### src/verilog/ppfg_pkg.sv
// package for the port pin function gating block: register map, fields, reset values
package ppfg_pkg;
  localparam int unsigned PORT_W = 8;
  // register word offsets (byte addresses on wishbone)
  localparam logic [7:0] OFS_PA_DATA   = 8'h00;
  localparam logic [7:0] OFS_PA_DIR    = 8'h04;
  localparam logic [7:0] OFS_PA_PH     = 8'h08;
  localparam logic [7:0] OFS_PA_PL     = 8'h0C;
  localparam logic [7:0] OFS_PA_DIE    = 8'h10;
  localparam logic [7:0] OFS_PB_DATA   = 8'h14;
  localparam logic [7:0] OFS_PB_DIR    = 8'h18;
  localparam logic [7:0] OFS_PB_PH     = 8'h1C;
  localparam logic [7:0] OFS_PB_PL     = 8'h20;
  localparam logic [7:0] OFS_PB_DIE    = 8'h24;
  localparam logic [7:0] OFS_PA_IN     = 8'h28;
  localparam logic [7:0] OFS_PB_IN     = 8'h2C;
  localparam logic [7:0] OFS_ALT_SEL   = 8'h30;
  localparam logic [7:0] OFS_IRQ_STAT  = 8'h34;
  localparam logic [7:0] OFS_IRQ_MASK  = 8'h38;
  localparam logic [7:0] OFS_WAKE_EN_A = 8'h3C;
  localparam logic [7:0] OFS_WAKE_EN_B = 8'h40;
  // alternate select fields
  localparam int unsigned ALT_XTAL     = 0;
  localparam int unsigned ALT_RST      = 1;
  localparam int unsigned ALT_IRQ0     = 2;
  localparam int unsigned ALT_IRQ1     = 3;
  localparam int unsigned ALT_CMP      = 4;
  localparam int unsigned ALT_T2PWM    = 5;
  localparam int unsigned ALT_T3PWM    = 6;
  localparam int unsigned ALT_EDGE0    = 7;  // 1 = falling edge
  localparam int unsigned ALT_EDGE1    = 8;
  localparam int unsigned ALT_W        = 9;
  // pin positions
  localparam int unsigned PIN_XIN      = 7;
  localparam int unsigned PIN_XOUT     = 6;
  localparam int unsigned PIN_RST      = 5;
  localparam int unsigned PIN_IRQ1     = 4;
  localparam int unsigned PIN_T2PWM    = 3;
  localparam int unsigned PIN_IRQ0     = 0;
  localparam int unsigned PIN_T3PWM    = 7;
  // status bits
  localparam int unsigned ST_IRQ0      = 0;
  localparam int unsigned ST_IRQ1      = 1;
  localparam int unsigned ST_WAKE      = 2;
  localparam int unsigned ST_W         = 3;
  // reset values
  localparam logic [7:0] RST_DIE       = 8'hFF;
  localparam logic [7:0] RST_ZERO      = 8'h00;
  localparam logic [ALT_W-1:0] RST_ALT = 9'h000;
  localparam logic [7:0] RST_WAKE_EN   = 8'hFF;  // every pin may wake until software says otherwise
  localparam logic       GATED_LEVEL   = 1'b0;  // value read for a disabled input
endpackage : ppfg_pkg

### src/verilog/ppfg_edge_if.sv
// interface carrying one gated input and its edge detector result
`timescale 1ns/1ps
interface ppfg_edge_if;
  logic level;
  logic falling_sel;
  logic event_pulse;
  modport src (output level, output falling_sel, input event_pulse);
  modport det (input level, input falling_sel, output event_pulse);
endinterface : ppfg_edge_if

### src/verilog/ppfg_top.sv
// port pin function gating: per-pin i/o, pulls, input gating, alternate functions
//
// Added by the designer: the Wishbone slave port and the register offsets.
`timescale 1ns/1ps
module ppfg_top #(
  parameter int unsigned W = ppfg_pkg::PORT_W
) (
  input  wire logic          CLK_SYS,
  input  wire logic          RESET,
  input  wire logic [31:0]   WB_ADR_I,
  input  wire logic [31:0]   WB_DAT_I,
  output logic      [31:0]   WB_DAT_O,
  input  wire logic          WB_WE_I,
  input  wire logic [3:0]    WB_SEL_I,
  input  wire logic          WB_CYC_I,
  input  wire logic          WB_STB_I,
  output logic               WB_ACK_O,
  input  wire logic [W-1:0]  PA_IN,
  output logic      [W-1:0]  PA_OUT,
  output logic      [W-1:0]  PA_OE,
  output logic      [W-1:0]  PA_PULL_UP,
  output logic      [W-1:0]  PA_PULL_DOWN,
  output logic      [W-1:0]  PA_IBUF_EN,
  input  wire logic [W-1:0]  PB_IN,
  output logic      [W-1:0]  PB_OUT,
  output logic      [W-1:0]  PB_OE,
  output logic      [W-1:0]  PB_PULL_UP,
  output logic      [W-1:0]  PB_PULL_DOWN,
  output logic      [W-1:0]  PB_IBUF_EN,
  input  wire logic          CMP_RESULT,
  input  wire logic          TIMER_TWO_PWM,
  input  wire logic          TIMER_THREE_PWM,
  output logic               CRYSTAL_MODE,
  output logic               EXT_RESET_PIN_N,
  output logic               EXT_IRQ_LINE_ZERO,
  output logic               EXT_IRQ_LINE_ONE,
  output logic               WAKE_REQ,
  output logic               IRQ
);
  import ppfg_pkg::*;

  logic [W-1:0]       pa_data_q, pa_dir_q, pa_ph_q, pa_pl_q, pa_die_q;
  logic [W-1:0]       pb_data_q, pb_dir_q, pb_ph_q, pb_pl_q, pb_die_q;
  logic [W-1:0]       pa_prev_q, pb_prev_q;
  logic [ALT_W-1:0]   alt_q;
  logic [ST_W-1:0]    stat_q, mask_q, stat_set;
  logic [W-1:0]       pa_gated, pb_gated, pa_wake_hit, pb_wake_hit;
  logic [W-1:0]       pa_out_d, pa_oe_d, pb_out_d, pb_oe_d;
  logic [7:0]         adr;
  logic               req, wr, ack_q;
  logic [31:0]        rdata_d;
  logic [W-1:0]       pa_wake_en_q, pb_wake_en_q, xtal_pins;
  logic               wr_alt, wr_mask, wr_stat, wr_wake_a, wr_wake_b;

  assign adr = WB_ADR_I[7:0];
  assign req = WB_CYC_I & WB_STB_I & ~ack_q;
  assign wr  = req & WB_WE_I & WB_SEL_I[0];

  // per-register write strobes, decoded once
  assign wr_alt    = wr && (adr == OFS_ALT_SEL);
  assign wr_mask   = wr && (adr == OFS_IRQ_MASK);
  assign wr_stat   = wr && (adr == OFS_IRQ_STAT);
  assign wr_wake_a = wr && (adr == OFS_WAKE_EN_A);
  assign wr_wake_b = wr && (adr == OFS_WAKE_EN_B);

  // input gating: disabled buffers read a constant, never the pin
  genvar g;
  generate
    for (g = 0; g < W; g++) begin : g_gate
      assign pa_gated[g] = pa_die_q[g] ? PA_IN[g] : GATED_LEVEL;
      assign pb_gated[g] = pb_die_q[g] ? PB_IN[g] : GATED_LEVEL;
    end
  endgenerate
  // pad input buffers follow the input enable registers
  assign PA_IBUF_EN = pa_die_q;
  assign PB_IBUF_EN = pb_die_q;

  // wishbone ack: one cycle after request, dropped next cycle
  always_ff @(posedge CLK_SYS or posedge RESET) begin
    if (RESET) begin
      ack_q <= 1'b0;
    end else begin
      ack_q <= req;
    end
  end
  assign WB_ACK_O = ack_q;

  // port a configuration registers
  always_ff @(posedge CLK_SYS or posedge RESET) begin
    if (RESET) begin
      pa_data_q <= RST_ZERO;
      pa_dir_q  <= RST_ZERO;
      pa_ph_q   <= RST_ZERO;
      pa_pl_q   <= RST_ZERO;
      pa_die_q  <= RST_DIE;
    end else if (wr) begin
      unique case (adr)
        OFS_PA_DATA: pa_data_q <= WB_DAT_I[W-1:0];
        OFS_PA_DIR:  pa_dir_q  <= WB_DAT_I[W-1:0];
        OFS_PA_PH:   pa_ph_q   <= WB_DAT_I[W-1:0];
        OFS_PA_PL:   pa_pl_q   <= WB_DAT_I[W-1:0];
        OFS_PA_DIE:  pa_die_q  <= WB_DAT_I[W-1:0];
        default: ;
      endcase
    end
  end

  // port b configuration registers
  always_ff @(posedge CLK_SYS or posedge RESET) begin
    if (RESET) begin
      pb_data_q <= RST_ZERO;
      pb_dir_q  <= RST_ZERO;
      pb_ph_q   <= RST_ZERO;
      pb_pl_q   <= RST_ZERO;
      pb_die_q  <= RST_DIE;
    end else if (wr) begin
      unique case (adr)
        OFS_PB_DATA: pb_data_q <= WB_DAT_I[W-1:0];
        OFS_PB_DIR:  pb_dir_q  <= WB_DAT_I[W-1:0];
        OFS_PB_PH:   pb_ph_q   <= WB_DAT_I[W-1:0];
        OFS_PB_PL:   pb_pl_q   <= WB_DAT_I[W-1:0];
        OFS_PB_DIE:  pb_die_q  <= WB_DAT_I[W-1:0];
        default: ;
      endcase
    end
  end

  // alternate function select; bit 8 sits in lane 1 so a byte write leaves it alone
  always_ff @(posedge CLK_SYS or posedge RESET) begin
    if (RESET) begin
      alt_q <= RST_ALT;
    end else if (wr_alt) begin
      alt_q <= {WB_SEL_I[1] ? WB_DAT_I[ALT_W-1:8] : alt_q[ALT_W-1:8], WB_DAT_I[7:0]};
    end
  end

  // interrupt mask
  always_ff @(posedge CLK_SYS or posedge RESET) begin
    if (RESET) begin
      mask_q <= '0;
    end else if (wr_mask) begin
      mask_q <= WB_DAT_I[ST_W-1:0];
    end
  end

  // wake enables: a pin switched off here toggles quietly, whatever its input enable
  always_ff @(posedge CLK_SYS or posedge RESET) begin
    if (RESET) begin
      pa_wake_en_q <= RST_WAKE_EN;
      pb_wake_en_q <= RST_WAKE_EN;
    end else begin
      if (wr_wake_a) begin
        pa_wake_en_q <= WB_DAT_I[W-1:0];
      end
      if (wr_wake_b) begin
        pb_wake_en_q <= WB_DAT_I[W-1:0];
      end
    end
  end

  // output mux: alternate functions override the port latch where selected
  always_comb begin
    pa_out_d = pa_data_q;
    pa_oe_d  = pa_dir_q;
    pb_out_d = pb_data_q;
    pb_oe_d  = pb_dir_q;
    if (alt_q[ALT_XTAL]) begin
      pa_oe_d[PIN_XIN]  = 1'b0;
      pa_oe_d[PIN_XOUT] = 1'b0; // oscillator cell owns the pad
    end
    if (alt_q[ALT_RST]) begin
      pa_oe_d[PIN_RST] = 1'b0;
    end
    if (alt_q[ALT_CMP]) begin
      pa_out_d[PIN_IRQ0] = CMP_RESULT;
      pa_oe_d[PIN_IRQ0]  = 1'b1;
    end
    if (alt_q[ALT_T2PWM]) begin
      pa_out_d[PIN_T2PWM] = TIMER_TWO_PWM;
      pa_oe_d[PIN_T2PWM]  = 1'b1;
    end
    if (alt_q[ALT_T3PWM]) begin
      pb_out_d[PIN_T3PWM] = TIMER_THREE_PWM;
      pb_oe_d[PIN_T3PWM]  = 1'b1;
    end
  end

  // pad drive registered so outputs come from flip-flops
  always_ff @(posedge CLK_SYS or posedge RESET) begin
    if (RESET) begin
      PA_OUT <= '0;
      PA_OE  <= '0;
      PB_OUT <= '0;
      PB_OE  <= '0;
    end else begin
      PA_OUT <= pa_out_d;
      PA_OE  <= pa_oe_d;
      PB_OUT <= pb_out_d;
      PB_OE  <= pb_oe_d;
    end
  end

  // pulls dropped on crystal pins to keep the oscillator load clean
  always_comb begin
    xtal_pins           = '0;
    xtal_pins[PIN_XIN]  = alt_q[ALT_XTAL];
    xtal_pins[PIN_XOUT] = alt_q[ALT_XTAL];
  end

  assign PA_PULL_UP   = pa_ph_q & ~xtal_pins;
  assign PA_PULL_DOWN = pa_pl_q & ~xtal_pins;
  assign PB_PULL_UP   = pb_ph_q;
  assign PB_PULL_DOWN = pb_pl_q;
  assign CRYSTAL_MODE = alt_q[ALT_XTAL];

  // reset pin seen through the gated buffer, held inactive when not selected
  assign EXT_RESET_PIN_N = alt_q[ALT_RST] ? pa_gated[PIN_RST] : 1'b1;

  // interrupt line edge detectors
  ppfg_edge_if irq0_if ();
  ppfg_edge_if irq1_if ();
  assign irq0_if.level       = alt_q[ALT_IRQ0] & pa_gated[PIN_IRQ0];
  assign irq0_if.falling_sel = alt_q[ALT_EDGE0];
  assign irq1_if.level       = alt_q[ALT_IRQ1] & pa_gated[PIN_IRQ1];
  assign irq1_if.falling_sel = alt_q[ALT_EDGE1];
  ppfg_edge_det u_irq0 (.CLK_SYS(CLK_SYS), .RESET(RESET), .e(irq0_if.det));
  ppfg_edge_det u_irq1 (.CLK_SYS(CLK_SYS), .RESET(RESET), .e(irq1_if.det));
  // disabling the line masks out false edges from the gating itself
  assign EXT_IRQ_LINE_ZERO = irq0_if.event_pulse & alt_q[ALT_IRQ0];
  assign EXT_IRQ_LINE_ONE  = irq1_if.event_pulse & alt_q[ALT_IRQ1];

  // wake on toggle: only inputs with their input enable and wake enable set can cause it
  always_ff @(posedge CLK_SYS or posedge RESET) begin
    if (RESET) begin
      pa_prev_q <= '0;
      pb_prev_q <= '0;
    end else begin
      pa_prev_q <= pa_gated;
      pb_prev_q <= pb_gated;
    end
  end
  assign pa_wake_hit = (pa_gated ^ pa_prev_q) & pa_die_q & pa_wake_en_q;
  assign pb_wake_hit = (pb_gated ^ pb_prev_q) & pb_die_q & pb_wake_en_q;
  assign WAKE_REQ    = |{pa_wake_hit, pb_wake_hit};

  // events that latch into status
  assign stat_set = {WAKE_REQ, EXT_IRQ_LINE_ONE, EXT_IRQ_LINE_ZERO};

  // sticky status: set wins over a write-one clear, so an event in the clear cycle is kept
  always_ff @(posedge CLK_SYS or posedge RESET) begin
    if (RESET) begin
      stat_q <= '0;
    end else begin
      stat_q <= (stat_q & ~(wr_stat ? WB_DAT_I[ST_W-1:0] : '0)) | stat_set;
    end
  end
  // level interrupt while any unmasked status bit is set
  assign IRQ = |(stat_q & mask_q);

  // read mux; unmapped addresses read zero
  always_comb begin
    rdata_d = '0;
    unique case (adr)
      OFS_PA_DATA:  rdata_d[W-1:0]     = pa_data_q;
      OFS_PA_DIR:   rdata_d[W-1:0]     = pa_dir_q;
      OFS_PA_PH:    rdata_d[W-1:0]     = pa_ph_q;
      OFS_PA_PL:    rdata_d[W-1:0]     = pa_pl_q;
      OFS_PA_DIE:   rdata_d[W-1:0]     = pa_die_q;
      OFS_PB_DATA:  rdata_d[W-1:0]     = pb_data_q;
      OFS_PB_DIR:   rdata_d[W-1:0]     = pb_dir_q;
      OFS_PB_PH:    rdata_d[W-1:0]     = pb_ph_q;
      OFS_PB_PL:    rdata_d[W-1:0]     = pb_pl_q;
      OFS_PB_DIE:   rdata_d[W-1:0]     = pb_die_q;
      OFS_PA_IN:    rdata_d[W-1:0]     = pa_gated;
      OFS_PB_IN:    rdata_d[W-1:0]     = pb_gated;
      OFS_ALT_SEL:  rdata_d[ALT_W-1:0] = alt_q;
      OFS_IRQ_STAT: rdata_d[ST_W-1:0]  = stat_q;
      OFS_IRQ_MASK: rdata_d[ST_W-1:0]  = mask_q;
      OFS_WAKE_EN_A: rdata_d[W-1:0]    = pa_wake_en_q;
      OFS_WAKE_EN_B: rdata_d[W-1:0]    = pb_wake_en_q;
      default:      rdata_d            = '0;
    endcase
  end

  // read data registered alongside ack
  always_ff @(posedge CLK_SYS or posedge RESET) begin
    if (RESET) begin
      WB_DAT_O <= '0;
    end else if (req) begin
      WB_DAT_O <= rdata_d;
    end
  end
endmodule : ppfg_top

### src/verilog/ppfg_edge_det.sv
// edge detector for one external interrupt line, edge chosen by a select bit
`timescale 1ns/1ps
module ppfg_edge_det (
  input  wire logic CLK_SYS,
  input  wire logic RESET,
  ppfg_edge_if.det  e
);
  import ppfg_pkg::*;
  logic prev_q;

  // previous level kept for edge compare
  always_ff @(posedge CLK_SYS or posedge RESET) begin
    if (RESET) begin
      prev_q <= GATED_LEVEL;
    end else begin
      prev_q <= e.level;
    end
  end

  // one pulse per accepted edge
  assign e.event_pulse = e.falling_sel ? (prev_q & ~e.level) : (~prev_q & e.level);
endmodule : ppfg_edge_det

### config.mk
export PLATFORM = sky130hd
export DESIGN_NAME = ppfg_top
export DESIGN_NICKNAME = d
export VERILOG_FILES = /design/src/verilog/ppfg_pkg.sv /design/src/verilog/ppfg_edge_if.sv /design/src/verilog/ppfg_top.sv /design/src/verilog/ppfg_edge_det.sv
export SDC_FILE = /design/constraint.sdc
export NUM_CORES = 1
export LEC_CHECK = 0
export BUFFER_PORTS_ARGS = -buffer_cell sky130_fd_sc_hd__buf_2
export CORE_ASPECT_RATIO = 0.6
export CORE_MARGIN = 4
export CORE_UTILIZATION = 35
export CTS_CLUSTER_SIZE = 12
export DETAILED_ROUTE_END_ITERATION = 16
export PLACE_DENSITY = 0.56
export REMOVE_ABC_BUFFERS = 1
export SLEW_MARGIN = 10
export SYNTH_ARGS = -nofsm -noshare
export SYNTH_HDL_FRONTEND = slang
export SYNTH_HIERARCHICAL = 1
export SYNTH_SLANG_ARGS = --single-unit
### constraint.sdc
create_clock -name CLK_SYS -period 14.1 [get_ports CLK_SYS]
set_input_delay 0.705 -clock CLK_SYS [delete_from_list [all_inputs] [get_ports CLK_SYS]]
set_output_delay 0.705 -clock CLK_SYS [all_outputs]
set_load 0.1 [all_outputs]
* Yosys cells after proc, flatten, opt, wreduce, memory -nomap -nowiden
Cells that the tools add are included.
Cells by class: mux-type cells 31, reduce and logical (&&, ||, !) cells 19, eq/ne operators 16, bitwise logic cells 30
Operators by type and width (number):
- $pmux W5 S15 | 1
- $eq A8 B6 Y1 const B | 8
- $pmux W3 S17 | 1
- $and A8 B8 Y8 | 6
- $eq A8 B5 Y1 const B | 4
- $mux W1 | 27
- $reduce_and A2 Y1 | 11
- $eq A8 B4 Y1 const B | 2
- $reduce_or A16 Y1 | 1
- $xor A8 B8 Y8 | 2
- $and A1 B1 Y1 | 12
- $eq A8 B3 Y1 const B | 1
- $eq A8 B7 Y1 const B | 1
- $logic_not A8 Y1 | 1
- $not A8 Y8 | 1
- $and A3 B3 Y3 | 2
- $logic_and A1 B1 Y1 | 5
- $not A1 Y1 | 5
- $mux W3 | 1
- $not A3 Y3 | 1
- $or A3 B3 Y3 | 1
- $reduce_or A3 Y1 | 1
- $mux W2 | 1
Word-level totals: register bits after elaboration 171, output and inout bits 119, bits of input ports 92, word-level logic and storage cells 122

* Longest topological paths before layout
depth after elaboration 9, depth in mapped cells 8, gate-level depth less buffers 6

* Hierarchy
The synthesis kept the hierarchy.
By module, submodules not included:
- ppfg_top | cells each 638, instances 1, area an instance 7980.2 um^2
- ppfg_edge_det | cells each 5, instances 2, area an instance 51.3 um^2

* Worst setup path before layout
OpenSTA, ideal clock, no wires.
path kind register -> output, from register alt_q[0], to output PA_PULL_DOWN[6], arrival time 2.290 ns, buffers on the path 0, required time 13.395 ns, slack 11.105 ns, stages on the path, launching flop included 2, cell sequence dfrtp_1 > nor2b_1
Between the ends: longest elaborated chain between the ends 2
RTL lines:
- from (decl) | line ppfg_top.sv:45 | logic [ALT_W-1:0] alt_q;
- from (signal assigned) | line ppfg_top.sv:133 | alt_q <= {WB_SEL_I[1] ? WB_DAT_I[ALT_W-1:8] : alt_q[ALT_W-1:8], WB_DAT_I[7:0]};
- $not A8 Y8 | line ppfg_top.sv:211 | assign PA_PULL_DOWN = pa_pl_q & ~xtal_pins;
- $and A8 B8 Y8 | line ppfg_top.sv:211
- to (decl) | line ppfg_top.sv:22 | output logic [W-1:0] PA_PULL_DOWN,
Every way passes these cells.

* Final worst setup path
from register ack_q (netlist: WB_ACK_O), to register pa_data_q[7]
Between the ends: longest elaborated chain between the ends 5
RTL lines:
- from (decl) | line ppfg_top.sv:50 | logic req, wr, ack_q;
- from (signal assigned) | line ppfg_top.sv:83 | ack_q <= req;
- $not A1 Y1 | line ppfg_top.sv:56 | assign req = WB_CYC_I & WB_STB_I & ~ack_q;
- $and A1 B1 Y1 | line ppfg_top.sv:56
- $and A1 B1 Y1 (2 in a row) | line ppfg_top.sv:57 | assign wr = req & WB_WE_I & WB_SEL_I[0];
- $reduce_and A2 Y1 (no line)
- to (signal assigned) | line ppfg_top.sv:98 | OFS_PA_DATA: pa_data_q <= WB_DAT_I[W-1:0];
- to (decl) | line ppfg_top.sv:42 | logic [W-1:0] pa_data_q, pa_dir_q, pa_ph_q, pa_pl_q, pa_die_q;
Every way passes these cells. A chain may end at the register's enable or synchronous reset.

==> metrics.log <==
INFO  metric design.final.nets = about 860
INFO  metric clk_transition_reported_paths = 0.07 ns
INFO  metric maxCapViolations = 0
INFO  metric timing.hold.ws = 0.138 ns
INFO  metric combinationalPowerShare = 0.113
INFO  metric post-route-period-util = 0.237
INFO  metric final-seq-area = roughly 4300 sq um
INFO  metric area_share_of_the_largest_cell_type_after_synthesis = 0.430
INFO  metric cts_inserted_buffers = 17
INFO  metric place_congestion = 0.914
INFO  metric insertedDiodeCount = 0
INFO  metric synth_enable_flop_cells = 0
INFO  metric cts_buffer_depth = 2
INFO  metric rsz0062_at_grt = false
INFO  metric setup_total_negative_slack = 0 ns
INFO  metric synth-warning-count = 6
INFO  metric timing.critical_path.to_type = flop
INFO  metric die_width = 204 microns
INFO  metric ctsHoldBuffers = 0
INFO  metric fp.dieArea = 25700 sq um
INFO  metric grt_overflow = 0
INFO  metric clock.fmax = about 300 MHz
INFO  metric die_height = 126 microns
INFO  metric synth-seq-cells = between 150 and 200
INFO  metric peakVddDrop = 84.4 uV
INFO  metric power_density = 118 nW/um^2
INFO  metric p_int = 801 uW
INFO  metric dominantRegCellSynth = sky130_fd_sc_hd__dfrtp_1
INFO  metric cell_count_after_synthesis = between 600 and 700
INFO  metric num-fill-cells = 2171
INFO  metric timing.critical_path.required = 14.42 ns
INFO  metric syn-mean-instance-area = about 12 sq um
INFO  metric worst-setup-path-type = reg2reg
INFO  metric power.net_switching = roughly 320 uW
INFO  metric route.detailed.vias_per_inst = 5.37
INFO  metric drt_wl_total = 26.7 mm
INFO  metric skew = 0.00727 ns
INFO  metric synth_cell_types = 58
INFO  metric route.detailed.drc = 0
INFO  metric fp-row-count = 42
INFO  metric multi_input_area = 3440 sq um
INFO  metric h-tree-depth = 4
INFO  metric postRouteAntennaNets = 0
INFO  metric report.final.hold_viol_count = 0
INFO  metric area.growth.synth_to_final = 18.0%
INFO  metric outcome = finished, final reports clean
INFO  metric cts_sinks = 171
INFO  metric detail_route.iter0.violations = ~470
INFO  metric ys_async_sr_fraction = 1.00
INFO  metric initial_core_util = 0.361
INFO  metric post_synthesis_cell_area = 8080 sq um
INFO  metric synth_seq_area_share = 0.534
INFO  metric drt_first_pass_iters = 5
INFO  metric grt_start_max_net_pins = 72
INFO  metric grt_pass1_wl = 40.0 mm
INFO  metric worst_case_headroom_to_the_max_slew_limit = 0.306
INFO  metric dp_hpwl = roughly 19 mm
INFO  metric grt_pass1_vias = 5936
INFO  metric coreArea = 22400 sq um
INFO  metric crit_arrival = 3.67 ns
INFO  metric tritoncts = done
INFO  metric placement.cell_area = ~9000 sq um
INFO  metric cellLeakagePower = 4.74 nW
INFO  metric timing.critical_path.fanout_max = 16
INFO  metric antenna_found_initial = 0
INFO  metric timing_worst_slew_pin_value = 1.03 ns
INFO  metric post_route_cells_drive_above_1_share = 0.465
INFO  metric wire_per_inst = around 25 microns
INFO  metric grt_use_total = 0.210
INFO  metric synth.area.top_cells = sky130_fd_sc_hd__dfrtp_1 (43%), sky130_fd_sc_hd__mux2_2 (17%), sky130_fd_sc_hd__dfstp_2 (10%)
INFO  metric timing_max_transition_violations_final = 0
INFO  metric ctsRootBufferMaster = sky130_fd_sc_hd__clkbuf_16
INFO  metric clkPwrFrac = 0.439
INFO  metric layout_min_cycle_time = roughly 3.3 ns
INFO  metric sw_frac_of_total = 0.286
INFO  metric vias = 5864
INFO  metric timing.hold.worst.class = in2async
INFO  metric clock_latency_of_the_later_clocked_register_in_the_worst_skew_pair = 0.44 ns
INFO  metric final_design_area_no_fill = 9540 sq um
INFO  metric cts-resized-gates = 0
INFO  metric cts_setup_buffers = 0
INFO  metric top_cell_type_by_total_area_after_synthesis = sky130_fd_sc_hd__dfrtp_1
INFO  metric timing.final.setup_violations = 0
INFO  metric ioPinCount = 211
INFO  metric crit_path_start_kind = flop
INFO  metric power.sequential.fraction = 0.448
INFO  metric io_buffer_count = between 100 and 150
==> path summary, 6_finish.rpt <==
kind,depth (start not counted),startpoint,to,slack [ns]
worst min-delay path,2,RESET,u_irq0/prev_q,0.14
worst min register to register,0,pb_data_q[2],PB_OUT[2],0.40
max in group asynchronous,4,RESET,pa_data_q[1],11.89
worst max register to register,5,WB_ACK_O,pa_data_q[7],10.75
worst max-delay path,5,WB_ACK_O,pa_data_q[7],10.75
min in group CLK_SYS,0,pb_data_q[2],PB_OUT[2],0.40
==> cell usage after synthesis, types with 12 or more instances <==
library cell and number:
sky130_fd_sc_hd__buf_4 37, sky130_fd_sc_hd__nand3_1 28, sky130_fd_sc_hd__clkbuf_1 15, sky130_fd_sc_hd__mux2i_1 16
sky130_fd_sc_hd__o21ai_0 12, sky130_fd_sc_hd__dfrtp_1 139, sky130_fd_sc_hd__nand2_1 32, sky130_fd_sc_hd__dfstp_2 32
sky130_fd_sc_hd__xor2_1 16, sky130_fd_sc_hd__and2_1 19, sky130_fd_sc_hd__buf_2 14, sky130_fd_sc_hd__mux2_2 119
sky130_fd_sc_hd__nor2_1 13
==> final cells by class <==
| type | instances | share of cell area |
|---|---|---|
| clock buffer | 18 | 0.0461 |
| clock inverter | 14 | 0.0177 |
| inverter | 6 | 0.00289 |
| multi-input combinational | 427 | 0.361 |
| sequential | 171 | 0.453 |
| tap | 308 | 0.0404 |
| timing repair buffer | 147 | 0.0795 |
==> kinds of logic after synthesis <==
family / synth area share
AOI/OAI and AO/OA: 0.0793
muxes: 0.188
buffers and inverters: 0.0528
and+or+nand+nor: 0.127
xor gates and xnor gates: 0.0173
DFF: 0.534
other: 0.000464
==> state kept, by name (all words and copies together) (netlist names), 3 cells and up <==
register	cells
PB_OUT	8
stat_q	3
mask_q	3
pa_pl_q	8
pb_data_q	8
pb_prev_q	8
PB_PULL_UP	8
PA_OE	8
PA_IBUF_EN	8
alt_q	9
pa_wake_en_q	8
pa_ph_q	8
PA_OUT	8
PB_PULL_DOWN	8
pa_prev_q	8
pb_wake_en_q	8
pa_dir_q	8
WB_DAT_O	9
PB_OE	8
pb_dir_q	8
pa_data_q	8
PB_IBUF_EN	8
==> critical path: stages, from the launching register on <==
cell	delay, ns
sky130_fd_sc_hd__dfrtp_1	0.37
sky130_fd_sc_hd__nand3b_1	0.53
sky130_fd_sc_hd__inv_1	0.72
sky130_fd_sc_hd__nand4_2	0.38
sky130_fd_sc_hd__nor2_2	0.81
sky130_fd_sc_hd__mux2_2	0.42
==> power by group through the flow <==
stage | clock, mW | sequential, mW | combinational [mW]
floorplan | 0 | 0.543 | 0.0528
global placement | 0 | 0.511 | 0.126
detailed placement | 0 | 0.511 | 0.126
CTS | 0.501 | 0.502 | 0.126
global route | 0.523 | 0.503 | 0.132
finish | 0.493 | 0.502 | 0.126
==> stage by stage <==
| stage | power, mW | worst slack, ns | util | cells |
|---|---|---|---|---|
| after global routing | 1.16 | 10.67 | 0.426 | 1091 |
| final | 1.12 | 10.75 | 0.426 | 1091 |
| after floorplan | 0.596 | 8.87 | - | 604 |
| after detailed placement | 0.637 | 10.49 | 0.399 | 1059 |
| after global placement | 0.637 | 10.55 | 0.399 | 1059 |
| after CTS | 1.13 | 10.82 | 0.426 | 1091 |
==> layout by cell type, fill, tap and decap left out, types with 8 or more instances in the layout <==
master / n
sky130_fd_sc_hd__a21oi_1: 10
sky130_fd_sc_hd__a22oi_1: 10
sky130_fd_sc_hd__and2_1: 19
sky130_fd_sc_hd__buf_2: 138
sky130_fd_sc_hd__buf_4: 9
sky130_fd_sc_hd__clkbuf_16: 17
sky130_fd_sc_hd__conb_1: 23
sky130_fd_sc_hd__dfrtp_1: 139
sky130_fd_sc_hd__dfstp_2: 32
sky130_fd_sc_hd__mux2_2: 119
sky130_fd_sc_hd__mux2i_1: 16
sky130_fd_sc_hd__nand2_1: 32
sky130_fd_sc_hd__nand3_1: 28
sky130_fd_sc_hd__nand4_1: 8
sky130_fd_sc_hd__nor2_1: 13
sky130_fd_sc_hd__nor2b_1: 11
sky130_fd_sc_hd__o21ai_0: 12
sky130_fd_sc_hd__xor2_1: 16
==> metal layers <==
metal / wire length, microns / part of all wire / vias to the layer above / track usage
met4: 273 / 0.010 / 0 / 0.0461
met1: 12700 / 0.47 / 3030 / 0.314
li1: - / - / 2559 / -
met2: 11400 / 0.42 / 255 / 0.295
met3: 2440 / 0.091 / 20 / 0.0709
met5: 0 / 0 / - / 0
Note: power is estimated with default switching activity, not from simulation.
